[config.mk]
export PLATFORM = sky130hd
export DESIGN_NAME = cbt_bit_timing
export DESIGN_NICKNAME = d
export VERILOG_FILES = /design/src/hw/cbt_pkg.sv /design/src/hw/cbt_bit_timing.sv /design/src/hw/cbt_tq_gen.sv
export VERILOG_INCLUDE_DIRS = /design/src /design/src/hw
export SDC_FILE = /design/constraint.sdc
export NUM_CORES = 1
export LEC_CHECK = 0
export BUFFER_PORTS_ARGS = -buffer_cell sky130_fd_sc_hd__buf_4
export CAP_MARGIN = 10
export CORE_UTILIZATION = 49
export CTS_CLUSTER_DIAMETER = 120
export CTS_CLUSTER_SIZE = 14
export DETAILED_ROUTE_END_ITERATION = 16
export HOLD_SLACK_MARGIN = 0.12
export PLACE_DENSITY_LB_ADDON = 0.05
export SKIP_CTS_REPAIR_TIMING = 1
export SYNTH_ARGS = -nofsm -noshare
export SYNTH_HDL_FRONTEND = slang
export SYNTH_SLANG_ARGS = --single-unit
[constraint.sdc]
create_clock -name clock -period 6.23 [get_ports clock]
set_clock_uncertainty 0.15 [all_clocks]
set_input_delay 1.246 -clock clock [delete_from_list [all_inputs] [get_ports clock]]
set_output_delay 1.246 -clock clock [all_outputs]
set_load 0.02 [all_outputs]
[src/hw/cbt_defs.svh]
// offsets, field positions, reset values and counts of the bit-timing block
`ifndef CBT_DEFS_SVH
`define CBT_DEFS_SVH

// register byte offsets
`define CBT_BTC_OFFSET 8'h00
`define CBT_CTRL_OFFSET 8'h04
`define CBT_STAT_OFFSET 8'h08

// bit_timing_config field positions
`define CBT_PRESCALE_MSB 23
`define CBT_PRESCALE_LSB 16
`define CBT_SJW_MSB 9
`define CBT_SJW_LSB 8
`define CBT_TRIPLE_BIT 7
`define CBT_SEG1_MSB 6
`define CBT_SEG1_LSB 3
`define CBT_SEG2_MSB 2
`define CBT_SEG2_LSB 0

// control register field positions
`define CBT_CTRL_INIT_BIT 0
`define CBT_CTRL_PROT_BIT 1

// reset values
`define CBT_BTC_RESET 24'h000000
`define CBT_CTRL_INIT_RESET 1'h1
`define CBT_CTRL_PROT_RESET 1'h0

// module clock is the system clock divided by this
`define CBT_MODULE_CLK_DIV 4

`endif

[src/hw/cbt_pkg.sv]
// types shared by the bit-timing block
`default_nettype none
package cbt_pkg;

    // raw register fields as software stores them
    typedef struct packed {
        logic [7:0] prescaleValue;
        logic [1:0] resyncJumpWidth;
        logic tripleSampleSelect;
        logic [3:0] timeSegmentOne;
        logic [2:0] timeSegmentTwo;
    } cbt_cfg_t;

    // effective values as the engine uses them
    typedef struct packed {
        logic [8:0] prescale;
        logic [2:0] jumpWidth;
        logic tripleSample;
        logic [4:0] segOne;
        logic [3:0] segTwo;
    } cbt_timing_t;

    // position within one nominal bit
    typedef enum logic [1:0] {
        CBT_SYNC,
        CBT_SEG1,
        CBT_SEG2
    } cbt_state_t;

endpackage

`default_nettype wire

[src/hw/cbt_bit_timing.sv]
// CAN bit-timing configuration register and nominal bit timing engine
// Notes on behaviour
// - quantum is DIV system clocks times prescale+1
// - effective prescale is stored value plus one
// - reserved bits read zero, writes ignored
// - effective jump width is field plus one
// - resync adjusts bit by at most jump width
// - triple sampling takes majority of three quanta
// - segment one length is field plus one
// - segment two length is field plus one
// - fields always readable, writes need protected init
`timescale 1ns/1ps
`default_nettype none
`include "cbt_defs.svh"

module cbt_bit_timing #(
    parameter int ADDR_W = 8,
    parameter int DIV = `CBT_MODULE_CLK_DIV
) (
    // clock and reset
    input wire logic clock,
    input wire logic rst,
    // classic wishbone slave
    input wire logic wb_cyc_i,
    input wire logic wb_stb_i,
    input wire logic wb_we_i,
    input wire logic [ADDR_W-1:0] wb_adr_i,
    input wire logic [3:0] wb_sel_i,
    input wire logic [31:0] wb_dat_i,
    output logic [31:0] wb_dat_o,
    output logic wb_ack_o,
    // bus side, level synchronous to clock
    input wire logic canRx,
    input wire logic busIdle,
    // timing engine results
    output logic sampledBit,
    output logic samplePulse,
    output logic bitStart,
    output var cbt_pkg::cbt_timing_t timing
);

    // elaboration check: decode uses address bits 7:2
    if (ADDR_W < 8 || ADDR_W > 32) begin : gAddrCheck
        $error("cbt_bit_timing: ADDR_W out of range");
    end

    // register state
    cbt_pkg::cbt_cfg_t cfg_reg;
    cbt_pkg::cbt_cfg_t cfg_next;
    logic initMode_reg;
    logic initMode_next;
    logic protWrite_reg;
    logic protWrite_next;
    logic ack_reg;
    logic ack_next;
    logic [31:0] rdata_reg;
    logic [31:0] rdata_next;
    cbt_pkg::cbt_timing_t timing_reg;
    cbt_pkg::cbt_timing_t timing_next;

    // engine state
    cbt_pkg::cbt_state_t state_reg;
    cbt_pkg::cbt_state_t state_next;
    logic [4:0] count_reg;
    logic [4:0] count_next;
    logic [2:0] extend_reg;
    logic [2:0] extend_next;
    logic [2:0] shorten_reg;
    logic [2:0] shorten_next;
    logic resyncDone_reg;
    logic resyncDone_next;
    logic prevRx_reg;
    logic prevRx_next;
    logic [1:0] rxHist_reg;
    logic [1:0] rxHist_next;
    logic sampled_reg;
    logic sampled_next;
    logic samplePulse_reg;
    logic samplePulse_next;
    logic bitStart_reg;
    logic bitStart_next;

    // helpers
    logic tqTick;
    logic hardSync;
    logic busEdge;
    logic access;
    logic [7:0] byteAdr;
    logic [31:0] cfgWord;
    logic [5:0] segOneEnd;
    logic [2:0] extendNew;
    logic [4:0] segTwoLeft;

    assign access = wb_cyc_i & wb_stb_i;
    assign byteAdr = {wb_adr_i[7:2], 2'b00};
    // reserved bits 31:24 and 15:10 read zero
    assign cfgWord = {8'h00, cfg_reg.prescaleValue, 6'h00, cfg_reg.resyncJumpWidth,
                      cfg_reg.tripleSampleSelect, cfg_reg.timeSegmentOne,
                      cfg_reg.timeSegmentTwo};

    // bus slave: ack one cycle after request, write lands on the ack edge
    always_comb begin
        cfg_next = cfg_reg;
        initMode_next = initMode_reg;
        protWrite_next = protWrite_reg;
        ack_next = access & ~ack_reg;
        rdata_next = rdata_reg;
        if (access & ~ack_reg) begin
            // reads allowed in every mode
            case (byteAdr)
                `CBT_BTC_OFFSET: begin
                    rdata_next = cfgWord;
                end
                `CBT_CTRL_OFFSET: begin
                    rdata_next = {30'h00000000, protWrite_reg, initMode_reg};
                end
                `CBT_STAT_OFFSET: begin
                    rdata_next = {24'h000000, resyncDone_reg, sampled_reg,
                                  count_reg, state_reg == cbt_pkg::CBT_SEG2};
                end
                default: begin
                    rdata_next = 32'h00000000;
                end
            endcase
        end
        if (access & ack_reg & wb_we_i) begin
            case (byteAdr)
                `CBT_BTC_OFFSET: begin
                    // config only changes under protected write in init mode
                    if (initMode_reg & protWrite_reg) begin
                        if (wb_sel_i[2]) begin
                            cfg_next.prescaleValue =
                                wb_dat_i[`CBT_PRESCALE_MSB:`CBT_PRESCALE_LSB];
                        end
                        if (wb_sel_i[1]) begin
                            cfg_next.resyncJumpWidth = wb_dat_i[`CBT_SJW_MSB:`CBT_SJW_LSB];
                        end
                        if (wb_sel_i[0]) begin
                            cfg_next.tripleSampleSelect = wb_dat_i[`CBT_TRIPLE_BIT];
                            cfg_next.timeSegmentOne = wb_dat_i[`CBT_SEG1_MSB:`CBT_SEG1_LSB];
                            cfg_next.timeSegmentTwo = wb_dat_i[`CBT_SEG2_MSB:`CBT_SEG2_LSB];
                        end
                    end
                end
                `CBT_CTRL_OFFSET: begin
                    if (wb_sel_i[0]) begin
                        initMode_next = wb_dat_i[`CBT_CTRL_INIT_BIT];
                        protWrite_next = wb_dat_i[`CBT_CTRL_PROT_BIT];
                    end
                end
                default: begin
                    initMode_next = initMode_reg;
                end
            endcase
        end
    end

    always_ff @(posedge clock) begin
        if (rst) begin
            cfg_reg <= cbt_pkg::cbt_cfg_t'(18'(`CBT_BTC_RESET));
            initMode_reg <= `CBT_CTRL_INIT_RESET;
            protWrite_reg <= `CBT_CTRL_PROT_RESET;
            ack_reg <= 1'b0;
            rdata_reg <= 32'h00000000;
        end else begin
            cfg_reg <= cfg_next;
            initMode_reg <= initMode_next;
            protWrite_reg <= protWrite_next;
            ack_reg <= ack_next;
            rdata_reg <= rdata_next;
        end
    end

    // effective values, each count field plus one, triple select copied as is
    always_comb begin
        timing_next.prescale = {1'b0, cfg_reg.prescaleValue} + 9'h001;
        timing_next.jumpWidth = {1'b0, cfg_reg.resyncJumpWidth} + 3'h1;
        timing_next.tripleSample = cfg_reg.tripleSampleSelect;
        timing_next.segOne = {1'b0, cfg_reg.timeSegmentOne} + 5'h01;
        timing_next.segTwo = {1'b0, cfg_reg.timeSegmentTwo} + 4'h1;
    end

    always_ff @(posedge clock) begin
        if (rst) begin
            timing_reg <= '0;
        end else begin
            timing_reg <= timing_next;
        end
    end

    // quantum grid, realigned on hard sync
    cbt_tq_gen #(
        .DIV(DIV)
    ) uTqGen (
        .clock(clock),
        .rst(rst),
        .restart(hardSync),
        .prescaleValue(cfg_reg.prescaleValue),
        .tqTick(tqTick)
    );

    // recessive to dominant edge seen on the quantum grid
    assign busEdge = tqTick & prevRx_reg & ~canRx;
    // hard sync on an idle bus edge, quantum grid is restarted with it
    assign hardSync = ~initMode_reg & busIdle & prevRx_reg & ~canRx;
    assign extendNew = ({2'b00, count_reg} + 5'h01 < {2'b00, timing_reg.jumpWidth})
                       ? 3'(count_reg + 5'h01) : timing_reg.jumpWidth;
    assign segTwoLeft = 5'(timing_reg.segTwo) - count_reg;

    // nominal bit engine, idle while in init mode
    always_comb begin
        state_next = state_reg;
        count_next = count_reg;
        extend_next = extend_reg;
        shorten_next = shorten_reg;
        resyncDone_next = resyncDone_reg;
        prevRx_next = prevRx_reg;
        rxHist_next = rxHist_reg;
        sampled_next = sampled_reg;
        samplePulse_next = 1'b0;
        bitStart_next = 1'b0;
        segOneEnd = 6'(timing_reg.segOne) + 6'(extend_reg) - 6'h01;
        if (initMode_reg) begin
            state_next = cbt_pkg::CBT_SYNC;
            count_next = 5'h00;
            extend_next = 3'h0;
            shorten_next = 3'h0;
            resyncDone_next = 1'b0;
            prevRx_next = 1'b1;
            rxHist_next = 2'b11;
        end else if (hardSync) begin
            // this quantum becomes the sync quantum of a new bit
            state_next = cbt_pkg::CBT_SYNC;
            count_next = 5'h00;
            extend_next = 3'h0;
            shorten_next = 3'h0;
            resyncDone_next = 1'b1;
            prevRx_next = canRx;
            rxHist_next = {rxHist_reg[0], canRx};
            bitStart_next = 1'b1;
        end else if (tqTick) begin
            prevRx_next = canRx;
            rxHist_next = {rxHist_reg[0], canRx};
            case (state_reg)
                cbt_pkg::CBT_SYNC: begin
                    // one sync quantum opens every bit
                    state_next = cbt_pkg::CBT_SEG1;
                    count_next = 5'h00;
                    extend_next = 3'h0;
                    shorten_next = 3'h0;
                    // resync budget reopens at segment two end, so a hard sync keeps it spent
                end
                cbt_pkg::CBT_SEG1: begin
                    if (busEdge & ~resyncDone_reg) begin
                        // late edge lengthens segment one, capped
                        extend_next = extendNew;
                        resyncDone_next = 1'b1;
                        segOneEnd = 6'(timing_reg.segOne) + 6'(extendNew) - 6'h01;
                    end
                    if ({1'b0, count_reg} >= segOneEnd) begin
                        // sample point sits between the two segments
                        state_next = cbt_pkg::CBT_SEG2;
                        count_next = 5'h00;
                        samplePulse_next = 1'b1;
                        if (timing_reg.tripleSample) begin
                            // majority of this and two earlier quanta
                            sampled_next = (rxHist_reg[0] & rxHist_reg[1]) |
                                           (rxHist_reg[0] & canRx) |
                                           (rxHist_reg[1] & canRx);
                        end else begin
                            sampled_next = canRx;
                        end
                    end else begin
                        count_next = count_reg + 5'h01;
                    end
                end
                cbt_pkg::CBT_SEG2: begin
                    if (busEdge & ~resyncDone_reg &
                        (segTwoLeft <= 5'(timing_reg.jumpWidth))) begin
                        // early edge ends the bit here, it acts as sync
                        state_next = cbt_pkg::CBT_SEG1;
                        count_next = 5'h00;
                        extend_next = 3'h0;
                        shorten_next = 3'h0;
                        resyncDone_next = 1'b1;
                        bitStart_next = 1'b1;
                    end else if (busEdge & ~resyncDone_reg) begin
                        // early edge shortens segment two by the jump width
                        shorten_next = timing_reg.jumpWidth;
                        resyncDone_next = 1'b1;
                        count_next = count_reg + 5'h01;
                    end else if (5'(count_reg) + 5'(shorten_reg) + 5'h01 >=
                                 5'(timing_reg.segTwo)) begin
                        // segment two over, next quantum syncs
                        state_next = cbt_pkg::CBT_SYNC;
                        count_next = 5'h00;
                        resyncDone_next = 1'b0;
                        bitStart_next = 1'b1;
                    end else begin
                        count_next = count_reg + 5'h01;
                    end
                end
                default: begin
                    state_next = cbt_pkg::CBT_SYNC;
                end
            endcase
        end
    end

    always_ff @(posedge clock) begin
        if (rst) begin
            state_reg <= cbt_pkg::CBT_SYNC;
            count_reg <= 5'h00;
            extend_reg <= 3'h0;
            shorten_reg <= 3'h0;
            resyncDone_reg <= 1'b0;
            prevRx_reg <= 1'b1;
            rxHist_reg <= 2'b11;
            sampled_reg <= 1'b1;
            samplePulse_reg <= 1'b0;
            bitStart_reg <= 1'b0;
        end else begin
            state_reg <= state_next;
            count_reg <= count_next;
            extend_reg <= extend_next;
            shorten_reg <= shorten_next;
            resyncDone_reg <= resyncDone_next;
            prevRx_reg <= prevRx_next;
            rxHist_reg <= rxHist_next;
            sampled_reg <= sampled_next;
            samplePulse_reg <= samplePulse_next;
            bitStart_reg <= bitStart_next;
        end
    end

    // all outputs straight from flops
    assign wb_dat_o = rdata_reg;
    assign wb_ack_o = ack_reg;
    assign sampledBit = sampled_reg;
    assign samplePulse = samplePulse_reg;
    assign bitStart = bitStart_reg;
    assign timing = timing_reg;

endmodule

`default_nettype wire

[src/hw/cbt_tq_gen.sv]
// time quantum tick generator from the system clock
`timescale 1ns/1ps
`default_nettype none
`include "cbt_defs.svh"

module cbt_tq_gen #(
    parameter int DIV = `CBT_MODULE_CLK_DIV
) (
    // clock and reset
    input wire logic clock,
    input wire logic rst,
    // control
    input wire logic restart,
    input wire logic [7:0] prescaleValue,
    // tick, one cycle per time quantum
    output logic tqTick
);

    // elaboration check: divider must fit the 16-bit counter
    if (DIV < 1 || DIV > 255) begin : gDivCheck
        $error("cbt_tq_gen: DIV out of range");
    end

    logic [15:0] count_reg;
    logic [15:0] count_next;
    logic tick_reg;
    logic tick_next;
    logic [15:0] terminal;

    // one quantum is (prescale + 1) module clocks of DIV system clocks
    assign terminal = 16'(({8'h00, prescaleValue} + 16'h0001) * 16'(DIV)) - 16'h0001;

    // restart realigns the quantum grid, used by hard sync
    always_comb begin
        count_next = count_reg + 16'h0001;
        tick_next = 1'b0;
        if (restart) begin
            count_next = 16'h0000;
        end else if (count_reg >= terminal) begin
            count_next = 16'h0000;
            tick_next = 1'b1;
        end
    end

    always_ff @(posedge clock) begin
        if (rst) begin
            count_reg <= 16'h0000;
            tick_reg <= 1'b0;
        end else begin
            count_reg <= count_next;
            tick_reg <= tick_next;
        end
    end

    assign tqTick = tick_reg;

endmodule

`default_nettype wire

==> Yosys cells after proc, flatten, opt, wreduce, memory -nomap -nowiden <==
Index checks and enable logic that the tools add are counted.
{ "totals": {"romBits": 0, "ramBits": 0, "memories": 0, "latch_bits": 0, "inputBits": 51, "ff_bits": 112, "word_cells": 147} }
{ "classes": {"order_cmp": 5, "mux": 43, "bitwise_logic": 24, "eq_ne": 12, "n_addsub": 16, "reduce_logical": 21, "shift": 0, "div_mod_pow": 0, "multipliers": 0} }
{ "ops": {"columns": ["operator", "count"], "rows": [
  ["24-bit case mux with 3 select lines", 1],
  ["6-bit 2-to-1 mux", 5],
  ["4-bit AND reduction", 6],
  ["5-bit 2-to-1 mux", 4],
  ["8-bit by 1-bit adder with 9-bit output (second input constant)", 2],
  ["1-bit 2-to-1 mux", 17],
  ["16-bit by 1-bit adder with 16-bit output (second input constant)", 1],
  ["16-bit greater-or-equal comparator", 1],
  ["16-bit by 1-bit subtractor with 16-bit output (second input constant)", 1],
  ["1-bit bitwise AND", 15],
  ["3-bit 2-to-1 mux", 5],
  ["5-bit case mux with 3 select lines", 1],
  ["5-bit by 3-bit adder with 6-bit output", 2],
  ["2-bit 2-to-1 mux", 6],
  ["6-bit by 1-bit subtractor with 6-bit output (second input constant)", 2],
  ["5-bit by 1-bit adder with 5-bit output (second input constant)", 2],
  ["3-bit case mux with 3 select lines", 1],
  ["8-bit zero test", 1],
  ["1-bit NOT", 7],
  ["5-bit by 1-bit adder with 6-bit output (second input constant)", 1],
  ["6-bit by 1-bit equality test with 1-bit output (second input constant)", 1],
  ["6-bit by 2-bit equality test with 1-bit output (second input constant)", 1],
  ["5-bit by 6-bit greater-or-equal comparator with 1-bit output", 1],
  ["6-bit by 3-bit less-than comparator with 1-bit output", 1],
  ["28 further kinds", 36]
]} }

==> Depth between registers and ports, before layout <==
Gate-level depths: netlist of the first run.
{ "logic_depth": {"word_depth": 13, "depth_mapped": 21} }

==> Cells and area by module <==
Synthesis of the first run repeated with hierarchy kept, for this count alone.
{ "hier_totals": {"cells_unflattened": 673, "hier_area_um2": 5719.2} }
{ "by_module_without_submodules": {"columns": ["module", "cells_each", "instances", "area_each_um2"], "rows": [
  ["cbt_bit_timing", 525, 1, 4481.8],
  ["cbt_tq_gen", 148, 1, 1237.4]
]} }

==> Worst setup path before layout of the first run <==
No wires, ideal clock.
{ "synth_timing": {"path_kind": "reg2reg", "from": "register count_reg[0]", "to": "register count_reg[4]", "slack_ns": 1.973, "arrival_time_ns": 4.032, "stages_incl_launch_ff": 21, "n_path_buf": 0, "synth_period_minus_slack_ns": 4.257, "cell_sequence": "dfxtp_1 ha_1 ha_1 a21boi_0 o21ai_0 nand3_1 mux2i_1 ha_1 inv_1 ha_1 inv_1 fa_1 xor2_1 nor2_1 a21oi_1 ha_1 a211o_1 a211o_1 a41oi_4 nand3_1 a31oi_1"} }
{ "synth_via": {"elab_chain_cells": 13, "word_cells_on_any_way": 23, "cone_classes": "add/sub: 7; order compare: 4; mux: 11; bitwise: 1"} }
{ "synth_lines": {"columns": ["item", "line", "text"], "rows": [
  ["start: declaration", "cbt_bit_timing.sv:64", "logic [4:0] count_reg;"],
  ["start signal: assignment", "cbt_bit_timing.sv:324", "count_reg <= count_next;"],
  ["5-bit by 1-bit adder with 6-bit output", "cbt_bit_timing.sv:206", "assign extendNew = ({2'b00, count_reg} + 5'h01 < {2'b00, timing_reg.jumpWidth})"],
  ["6-bit by 3-bit less-than comparator with 1-bit output", "cbt_bit_timing.sv:206", null],
  ["3-bit 2-to-1 mux", "cbt_bit_timing.sv:207", "? 3'(count_reg + 5'h01) : timing_reg.jumpWidth;"],
  ["5-bit by 3-bit adder with 6-bit output", "cbt_bit_timing.sv:258", "segOneEnd = 6'(timing_reg.segOne) + 6'(extendNew) - 6'h01;"],
  ["6-bit by 1-bit subtractor with 6-bit output", "cbt_bit_timing.sv:258", null],
  ["6-bit 2-to-1 mux", "cbt_bit_timing.sv:254", "if (busEdge & ~resyncDone_reg) begin"],
  ["6-bit 2-to-1 mux", "cbt_bit_timing.sv:244", "case (state_reg)"],
  ["6-bit 2-to-1 mux", "cbt_bit_timing.sv:241", "end else if (tqTick) begin"],
  ["6-bit 2-to-1 mux", "cbt_bit_timing.sv:231", "end else if (hardSync) begin"],
  ["6-bit 2-to-1 mux", "cbt_bit_timing.sv:223", "if (initMode_reg) begin"],
  ["5-bit by 6-bit greater-or-equal comparator with 1-bit output", "cbt_bit_timing.sv:260", "if ({1'b0, count_reg} >= segOneEnd) begin"],
  ["5-bit 2-to-1 mux", "cbt_bit_timing.sv:260", null],
  ["5-bit case mux with 3 select lines (*)", "cbt_bit_timing.sv:244", null]
]} }
Mark *: on every way between the ends. The rest lies on a longest branch, timed or not. The select of a mux whose other input is x is not followed.
A chain may end at the register's enable or synchronous reset.

==> Worst setup path in the final report of the first run <==
Ends and elaborated chain as after synthesis.

==> results.sh, run 1 <==
export IMPL_outcome="finished clean"
export IMPL_hold_violations=0
export IMPL_hp_class="reg2reg"
export IMPL_ys_ff_latch=97
export IMPL_cp_num_buf_inv=2
export IMPL_grt_pass1_wl_um=21070
export IMPL_r2r_end="count_reg[4]"
export IMPL_firstDrtPassIters=4
export IMPL_cp_slowest_cell="dfxtp_1"
export IMPL_synth_edf_count=0
export IMPL_largest_reg_flops=22
export IMPL_die_area_um2=11970
export IMPL_drive_above_1_share_pct=15.17
export IMPL_p_int_uw=1067
export IMPL_postSynthCellCount=645
export IMPL_wl_per_cell_um=15.18
export IMPL_p_leak_uw=0.002909
export IMPL_switching_power_uw=312.6
export IMPL_cts_clk_slew_worst_paths_ns=0.07
export IMPL_slew_headroom_pct=30.59
export IMPL_min_from="uTqGen.count_reg[0]"
export IMPL_core_area_um2=11030
export IMPL_endpoint="count_reg[4]"
export IMPL_yosysTopAreaCell="dfxtp_1"
export IMPL_place_gp_congestion=0.8470
export IMPL_die_h_um=109.4
export IMPL_initial_core_util_pct=51.23
export IMPL_fp_row_count=38
export IMPL_cp_max_fo=9
export IMPL_drt_iter0_markers=202
export IMPL_die_w_um=109.4
export IMPL_via_per_inst=5.383
export IMPL_clock_latency_ns=0.34
export IMPL_reg2reg_slack_ns=1.32
export IMPL_cts_sinks=97
export IMPL_reg2reg_depth=19
export IMPL_start_kind="flop"
export IMPL_crit_top_cell="ha_1"
export IMPL_nNetsFinal=822
export IMPL_synth_common_cells="nor2_1, dfxtp_1, ha_1"
export IMPL_slew_viol_final=0
export IMPL_synth_main_ff_cell="dfxtp_1"
export IMPL_p_seq_share_pct=46.2
export IMPL_hpwl_um=9908
export IMPL_cts_root_buffer="clkbuf_16"
export IMPL_grt_pass1_vias=4426
export IMPL_setup_violations=0
export IMPL_p_clk_share_pct=46.0
export IMPL_drv_cap=0
export IMPL_syn_area_um2=5650
export IMPL_grt_max_degree=69
export IMPL_antenna_found_initial=0
export IMPL_cpLargestDelayFamily="adder cells"
export IMPL_path_cells="ha_1 -> ha_1 -> a21boi_0 -> o21ai_0 -> nand3_1 -> mux2i_1 -> ha_1 -> inv_1 -> ha_1 -> inv_1 -> fa_1 -> nor2_1 -> a21oi_1 -> ha_1 -> a211o_1 -> a211o_1 -> a41oi_4 -> nand3_1 -> a31oi_1"
export IMPL_fin_area_um2=6598
export IMPL_endpoint_kind="flop"
export IMPL_portBuffers=77
export IMPL_antennaDiodeCount=0
export IMPL_critical_path_max_stage_delay_ns=0.54
export IMPL_dpl_cell_area_um2=6257
export IMPL_max_slew_worst_pin_slew_ns=1.033
export IMPL_ctsHtreeMaxLevel=3
export IMPL_finalCritPeriodShare_pct=78.82
export IMPL_period_minus_slack_ns=4.910
export IMPL_yosysSeqAreaShare_pct=34.37
export IMPL_ant_nets=0
export IMPL_synth_area_leaders="dfxtp_1, ha_1, nor2_1"
export IMPL_rsz0062_at_grt="no"
export IMPL_drc_errors=0
export IMPL_max_vdd_ir_drop_uv=125.6
export IMPL_p_sw_share_pct=22.67
export IMPL_timing_rr_start="count_reg[0]"
export IMPL_cp_arrival_ns=5.02
export IMPL_numCtsBuffers=9
export IMPL_grt_overflow=0
export IMPL_critical_path_required_ns=6.34
export IMPL_syn_avg_cell_area_um2=8.760
export IMPL_area_delta_synth_final_pct=16.76
export IMPL_yosysWarnings=0
export IMPL_grtUsageTotal_pct=22.76
export IMPL_critPathLaunch="count_reg[0]"
export IMPL_fin_tns_setup_ns=0
export IMPL_yosysTopAreaCellShare_pct=34.37
export IMPL_async_flop_share_pct=0
export IMPL_synth_cell_types=59
export IMPL_timing_fmax_ghz=0.2037
export IMPL_yosysMostFrequentCell="nor2_1"
export IMPL_cp_num_cells=19
export IMPL_pwr_share_comb_pct=7.8
export IMPL_io_pins=109
export IMPL_cts_tree="done"
export IMPL_nFillCells=1036
export IMPL_critical_path_class="reg2reg"
export IMPL_num_vias=4586
export IMPL_p_per_area_nw_per_um2=209.0
export IMPL_wirelength_um=12940
export IMPL_clk_path_buf_depth=2
==> power groups by stage <==
stage	sequential (uW)	combinational, uW	clock (uW)
2_1_floorplan	649	80.5	0
3_3_place_gp	651	106	0
3_5_place_dp	651	108	0
4_1_cts	636	109	649
5_1_grt	638	119	667
6_report	637	107	635
==> placed cells by master (no fill, tap or decap), types with 19 or more instances in the layout <==
cell and instances:
nor2_1 100, xnor2_1 22, a21oi_1 19, ha_1 59
buf_4 78, mux2i_1 26, nand3_1 23, inv_1 46
dfxtp_1 97, nand2_1 34, a22oi_1 21
==> through the flow <==
stage	power, uW	utilization (%)	hold WS [ns]	instances	setup WS [ns]
after floorplan	729.1	-	0.2794	658	1.973
after global placement	756.2	56.73	0.2962	837	1.449
after detailed placement	758.7	56.73	0.3044	837	1.306
after CTS	1394	59.81	0.3167	852	1.270
after global routing	1424	59.81	0.3371	852	0.9143
final	1379	59.81	0.3096	852	1.320
==> metal layers <==
metal	part of all wire [%]	up-vias	track usage, %
li1	-	2332	-
met1	44	2141	28.35
met2	50	98	39.40
met3	4.0	15	3.379
met4	1.7	0	8.952
met5	0	-	0
==> cell type report <==
type                       count  area, um^2  share of cell area, %
tap                          140       175.2                  2.655
clock buffer                   9       225.2                  3.414
multi-input combinational    476        3382                  51.26
sequential                    97        1942                  29.43
clock inverter                 6       115.1                  1.745
inverter                      46       172.7                  2.617
timing repair buffer          78       585.6                  8.875
==> worst register-to-register path: stages, from the launching register on <==
cell	delay [ns]
dfxtp_1	0.54
ha_1	0.35
ha_1	0.28
a21boi_0	0.12
o21ai_0	0.16
nand3_1	0.18
mux2i_1	0.32
ha_1	0.29
inv_1	0.06
ha_1	0.17
inv_1	0.06
fa_1	0.48
nor2_1	0.05
a21oi_1	0.16
ha_1	0.26
a211o_1	0.27
a211o_1	0.34
a41oi_4	0.28
nand3_1	0.11
a31oi_1	0.20
==> worst min path at each step <==
stage | cells after the start | slack, ns | end
2_1_floorplan | 1 | 0.28 | timing[10]
3_3_place_gp | 1 | 0.30 | uTqGen.count_reg[0]
3_5_place_dp | 1 | 0.30 | uTqGen.count_reg[0]
4_1_cts | 1 | 0.32 | uTqGen.count_reg[0]
5_1_grt | 1 | 0.34 | uTqGen.count_reg[0]
6_report | 1 | 0.31 | uTqGen.count_reg[0]
==> logic make-up (layout without fill, tap and decap cells) <==
logic type      Yosys count  after routing  share of synthesized area (%)
compound gates          103            103                          13.20
xor+xnor                 39             39                          6.045
fa+ha+maj                63             63                          14.48
buf+inv                  85            139                          6.643
flops                    97             97                          34.37
mux                      34             34                          6.267
other cells               1             14                        0.06637
simple gates            223            223                          18.93
Note: power is estimated with default switching activity, not from simulation.
==> inputs of run 2 (changes only) <==
==> constraint.sdc (replaced) <==
create_clock -name clock -period 4 [get_ports clock]
set_clock_uncertainty 0.15 [all_clocks]
set_input_delay 0.8 -clock clock [delete_from_list [all_inputs] [get_ports clock]]
set_output_delay 0.8 -clock clock [all_outputs]
set_load 0.02 [all_outputs]
==> results.sh, run 2 (synthesis gave the netlist of run 1 again) <==
export IMPL_drive_above_1_share_pct=20.38
export IMPL_clk_path_buf_depth=2
export IMPL_core_area_um2=11030
export IMPL_cp_num_buf_inv=2
export IMPL_critical_path_required_ns=4.12
export IMPL_fin_tns_setup_ns=-3.143
export IMPL_finalCritPeriodShare_pct=112.1
export IMPL_fin_ws_ns=-0.4858
export IMPL_grtUsageTotal_pct=23.12
export IMPL_critical_path_class="reg2reg"
export IMPL_fp_row_count=38
export IMPL_cts_root_buffer="clkbuf_16"
export IMPL_cp_max_fo=7
export IMPL_endpoint_kind="flop"
export IMPL_placed_cells=859
export IMPL_final_cell_mix="nor2_1, buf_4, dfxtp_1"
export IMPL_numCtsBuffers=9
export IMPL_antenna_found_initial=0
export IMPL_firstDrtPassIters=4
export IMPL_drv_cap=0
export IMPL_outcome="complete, but fails checks"
export IMPL_cpLargestDelayFamily="adder cells"
export IMPL_max_slew_worst_pin_slew_ns=0.9499
export IMPL_timing_fmax_ghz=0.2229
export IMPL_drt_iter0_markers=175
export IMPL_via_per_inst=5.395
export IMPL_violations="negative setup slack"
export IMPL_antennaDiodeCount=0
export IMPL_grt_overflow=0
export IMPL_wl_per_cell_um=15.24
export IMPL_nNetsFinal=845
export IMPL_place_gp_congestion=0.8793
export IMPL_grt_pass1_vias=4463
export IMPL_cts_sinks=97
export IMPL_portBuffers=77
export IMPL_cp_arrival_ns=4.60
export IMPL_grt_max_degree=69
export IMPL_num_vias=4726
export IMPL_drc_errors=0
export IMPL_final_cell_count_no_fill=876
export IMPL_largest_reg_flops=22
export IMPL_die_h_um=109.4
export IMPL_cts_tree="done"
export IMPL_cp_slowest_cell="fa_2"
export IMPL_p_total_uw=1992
export IMPL_hpwl_um=10150
export IMPL_slew_viol_final=0
export IMPL_area_delta_synth_final_pct=20.81
export IMPL_path_cells="ha_4 -> ha_4 -> a21boi_2 -> o21ai_2 -> nand3_2 -> mux2i_2 -> ha_1 -> inv_2 -> ha_4 -> inv_4 -> fa_2 -> nor2_1 -> a21oi_1 -> ha_1 -> a211o_1 -> a211o_1 -> a41oi_4 -> nand3_1 -> a31oi_1"
export IMPL_die_area_um2=11970
export IMPL_max_vdd_ir_drop_uv=217.5
export IMPL_slew_headroom_pct=36.15
export IMPL_initial_core_util_pct=51.23
export IMPL_p_per_area_nw_per_um2=291.8
export IMPL_p_leak_uw=0.002990
export IMPL_period_minus_slack_ns=4.486
export IMPL_critical_path_max_stage_delay_ns=0.52
export IMPL_io_pins=109
export IMPL_wirelength_um=13350
export IMPL_die_w_um=109.4
export IMPL_start_kind="flop"
export IMPL_ctsHtreeMaxLevel=3
export IMPL_grt_pass1_wl_um=21280
export IMPL_hp_class="reg2reg"
export IMPL_hold_violations=0
export IMPL_clock_latency_ns=0.35
export IMPL_setup_violations=9
export IMPL_cts_clk_slew_worst_paths_ns=0.07
export IMPL_rsz0062_at_grt="yes"
export IMPL_ant_nets=0
export IMPL_crit_top_cell="ha_4"
run 2: where the power goes:
part           internal [uW]  switching, uW
logic                   76.8           99.6
registers                976           14.7
clock network            455            369
run 2: path summary, 6_finish.rpt:
| kind | startpoint | endpoint | slack [ns] | cells past startpoint |
|---|---|---|---|---|
| setup / recovery | count_reg[0] | count_reg[4] | -0.49 | 19 |
| hold / removal | uTqGen.count_reg[0] | uTqGen.count_reg[0] | 0.33 | 1 |
| setup reg to reg | count_reg[0] | count_reg[4] | -0.49 | 19 |
| hold reg to reg | uTqGen.count_reg[0] | uTqGen.count_reg[0] | 0.33 | 1 |
run 2: cell type report:
class                   instances  area (um^2)
inverters                      46        175.2
fillers                       956         4204
multi-input cells             476         3483
well taps                     140        175.2
repair buffers                101        762.0
flip-flops and latches         97         1947
clock buffers                  12        256.5
clock inverters                 4        27.53
run 2: per-layer routing:
layer	global-route usage, %	share of wire [%]	wire [um]
met2	40.48	50	6666
met3	5.157	4.2	555
met5	0	0	0
met4	8.857	1.8	241
met1	27.46	44	5884
run 2: worst register-to-register path, cell delays in order, from the launching register on:
cell	delay (ns)
dfxtp_4	0.35
ha_4	0.28
ha_4	0.18
a21boi_2	0.15
o21ai_2	0.14
nand3_2	0.15
mux2i_2	0.28
ha_1	0.28
inv_2	0.07
ha_4	0.14
inv_4	0.03
fa_2	0.52
nor2_1	0.04
a21oi_1	0.12
ha_1	0.25
a211o_1	0.31
a211o_1	0.35
a41oi_4	0.30
nand3_1	0.13
a31oi_1	0.18
run 2: through the flow:
step / instance area [um^2] / utilization, % / setup slack [ns] / hold WS, ns
after floorplan: 5722 / - / -0.09675 / 0.2794
after global placement: 6445 / 58.43 / -0.3335 / 0.2960
after detailed placement: 6445 / 58.43 / -0.4687 / 0.3147
after CTS: 6729 / 61.00 / -0.5031 / 0.3276
after global routing: 6827 / 61.89 / -0.6737 / 0.3446
final: 6827 / 61.89 / -0.4858 / 0.3261
==> inputs of run 3 (changes only) <==
==> constraint.sdc (replaced) <==
create_clock -name clock -period 4 [get_ports clock]
set_clock_uncertainty 0.15 [all_clocks]
set_input_delay 0.2 -clock clock [delete_from_list [all_inputs] [get_ports clock]]
set_output_delay 0.2 -clock clock [all_outputs]
set_load 0.02 [all_outputs]
==> results.sh, run 3 (synthesis gave the netlist of run 1 again) <==
export IMPL_outcome="complete, but fails checks"
export IMPL_violations="negative setup slack"
export IMPL_p_per_area_nw_per_um2=294.4
export IMPL_dpl_cell_area_um2=6430
export IMPL_rsz0062_at_grt="yes"
export IMPL_r2r_end="count_reg[1]"
export IMPL_start_kind="flop"
export IMPL_die_h_um=109.4
export IMPL_p_clk_share_pct=42.9
export IMPL_final_cell_mix="nor2_1, buf_4, dfxtp_1"
export IMPL_layout_commonest_cell="nor2_1"
export IMPL_hold_violations=0
export IMPL_cts_clk_slew_worst_paths_ns=0.07
export IMPL_cts_tree="done"
export IMPL_cts_root_buffer="clkbuf_16"
export IMPL_critical_path_class="reg2reg"
export IMPL_critical_path_required_ns=4.11
export IMPL_grt_pass1_wl_um=20740
export IMPL_firstDrtPassIters=4
export IMPL_die_w_um=109.4
export IMPL_grt_overflow=0
export IMPL_fin_area_um2=7027
export IMPL_hp_class="in2reg"
export IMPL_p_sw_share_pct=24.28
export IMPL_cts_sinks=97
export IMPL_cp_max_fo=7
export IMPL_timing_rr_start="count_reg[0]"
export IMPL_ctsHtreeMaxLevel=3
export IMPL_period_minus_slack_ns=4.333
export IMPL_die_area_um2=11970
export IMPL_io_pins=109
export IMPL_largest_reg_flops=22
export IMPL_fin_tns_setup_ns=-2.103
export IMPL_portBuffers=77
export IMPL_place_gp_congestion=0.8745
export IMPL_multi_input_area_um2=3451
export IMPL_slew_viol_final=0
export IMPL_initial_core_util_pct=51.23
export IMPL_timing_fmax_ghz=0.2308
export IMPL_clock_latency_ns=0.35
export IMPL_slew_headroom_pct=33.36
export IMPL_antennaDiodeCount=0
export IMPL_p_total_uw=2069
export IMPL_antenna_found_initial=0
export IMPL_max_vdd_ir_drop_uv=281.6
export IMPL_core_area_um2=11030
export IMPL_cp_arrival_ns=4.45
export IMPL_drt_iter0_markers=232
export IMPL_max_slew_worst_pin_slew_ns=0.9914
export IMPL_drive_above_1_share_pct=19.02
export IMPL_pwr_share_comb_pct=9.4
export IMPL_finalCritPeriodShare_pct=108.3
export IMPL_p_seq_share_pct=47.7
export IMPL_nFillCells=962
export IMPL_p_leak_uw=0.003091
export IMPL_grtUsageTotal_pct=22.82
export IMPL_hpwl_um=10120
export IMPL_endpoint="count_reg[1]"
export IMPL_p_int_uw=1567
export IMPL_grt_max_degree=69
export IMPL_ant_nets=0
export IMPL_wl_per_cell_um=15.21
export IMPL_via_per_inst=5.313
export IMPL_wirelength_um=13650
export IMPL_endpoint_kind="flop"
export IMPL_area_delta_synth_final_pct=24.36
export IMPL_fin_ws_ns=-0.3329
export IMPL_whs_ns=0.08342
export IMPL_reg2reg_slack_ns=-0.33
export IMPL_num_vias=4766
export IMPL_critPathLaunch="count_reg[0]"
export IMPL_reg2reg_depth=19
export IMPL_drv_cap=0
export IMPL_numCtsBuffers=9
export IMPL_switching_power_uw=502.4
export IMPL_drc_errors=0
export IMPL_setup_violations=8
export IMPL_fp_row_count=38
export IMPL_clk_path_buf_depth=2
export IMPL_register_area_um2=1948
export IMPL_nNetsFinal=866
export IMPL_grt_pass1_vias=4262
## run 3: power by group through the flow
stage	Clock, uW	Sequential (uW)	Combinational [uW]
6_report	887	987	195
5_1_grt	939	988	214
4_1_cts	900	987	177
3_5_place_dp	0	1010	176
3_3_place_gp	0	1010	173
2_1_floorplan	0	1010	125
## run 3: metrics by stage
stage | util, % | cells | worst slack [ns]
2_1_floorplan | - | 658 | -0.09675
3_3_place_gp | 58.29 | 857 | -0.2204
5_1_grt | 63.70 | 897 | -0.5183
4_1_cts | 61.05 | 873 | -0.3873
6_report | 63.70 | 897 | -0.3329
3_5_place_dp | 58.29 | 857 | -0.3672
## run 3: worst max-delay path, cell delays in order (launching register included)
cell	delay, ns
dfxtp_4	0.35
ha_4	0.27
ha_4	0.18
a21boi_2	0.14
o21ai_1	0.16
nand3_2	0.14
mux2i_2	0.24
ha_1	0.27
inv_2	0.07
ha_4	0.13
inv_2	0.04
fa_2	0.53
nor2_2	0.04
a21oi_2	0.10
ha_1	0.23
a211o_1	0.31
a211o_1	0.34
a41oi_4	0.27
nand4b_1	0.13
a21oi_1	0.14
## run 3: area by class of cell
cell class | instances | share of cell area (%)
Multi-Input combinational cell | 476 | 49.11
Sequential cell | 97 | 27.72
Timing Repair Buffer | 122 | 13.89
Clock buffer | 10 | 3.401
Tap cell | 140 | 2.493
Inverter | 46 | 2.457
Clock inverter | 6 | 0.9259
## run 3: how the worst min path moves through the flow
| stage | start | to | cells after the start |
|---|---|---|---|
| floorplan | rst | rxHist_reg[0] | 2 |
| global placement | wb_dat_i[2] | cfgWord[2] | 3 |
| detailed placement | wb_dat_i[7] | cfgWord[7] | 3 |
| CTS | wb_dat_i[7] | cfgWord[7] | 3 |
| global route | busIdle | rxHist_reg[0] | 4 |
| finish | busIdle | rxHist_reg[0] | 4 |
## run 3: per-layer routing
metal	GRT usage (%)	wire, um
met1	27.60	5982
met2	39.22	6890
met3	6.639	533
met4	6.571	238
met5	0	0
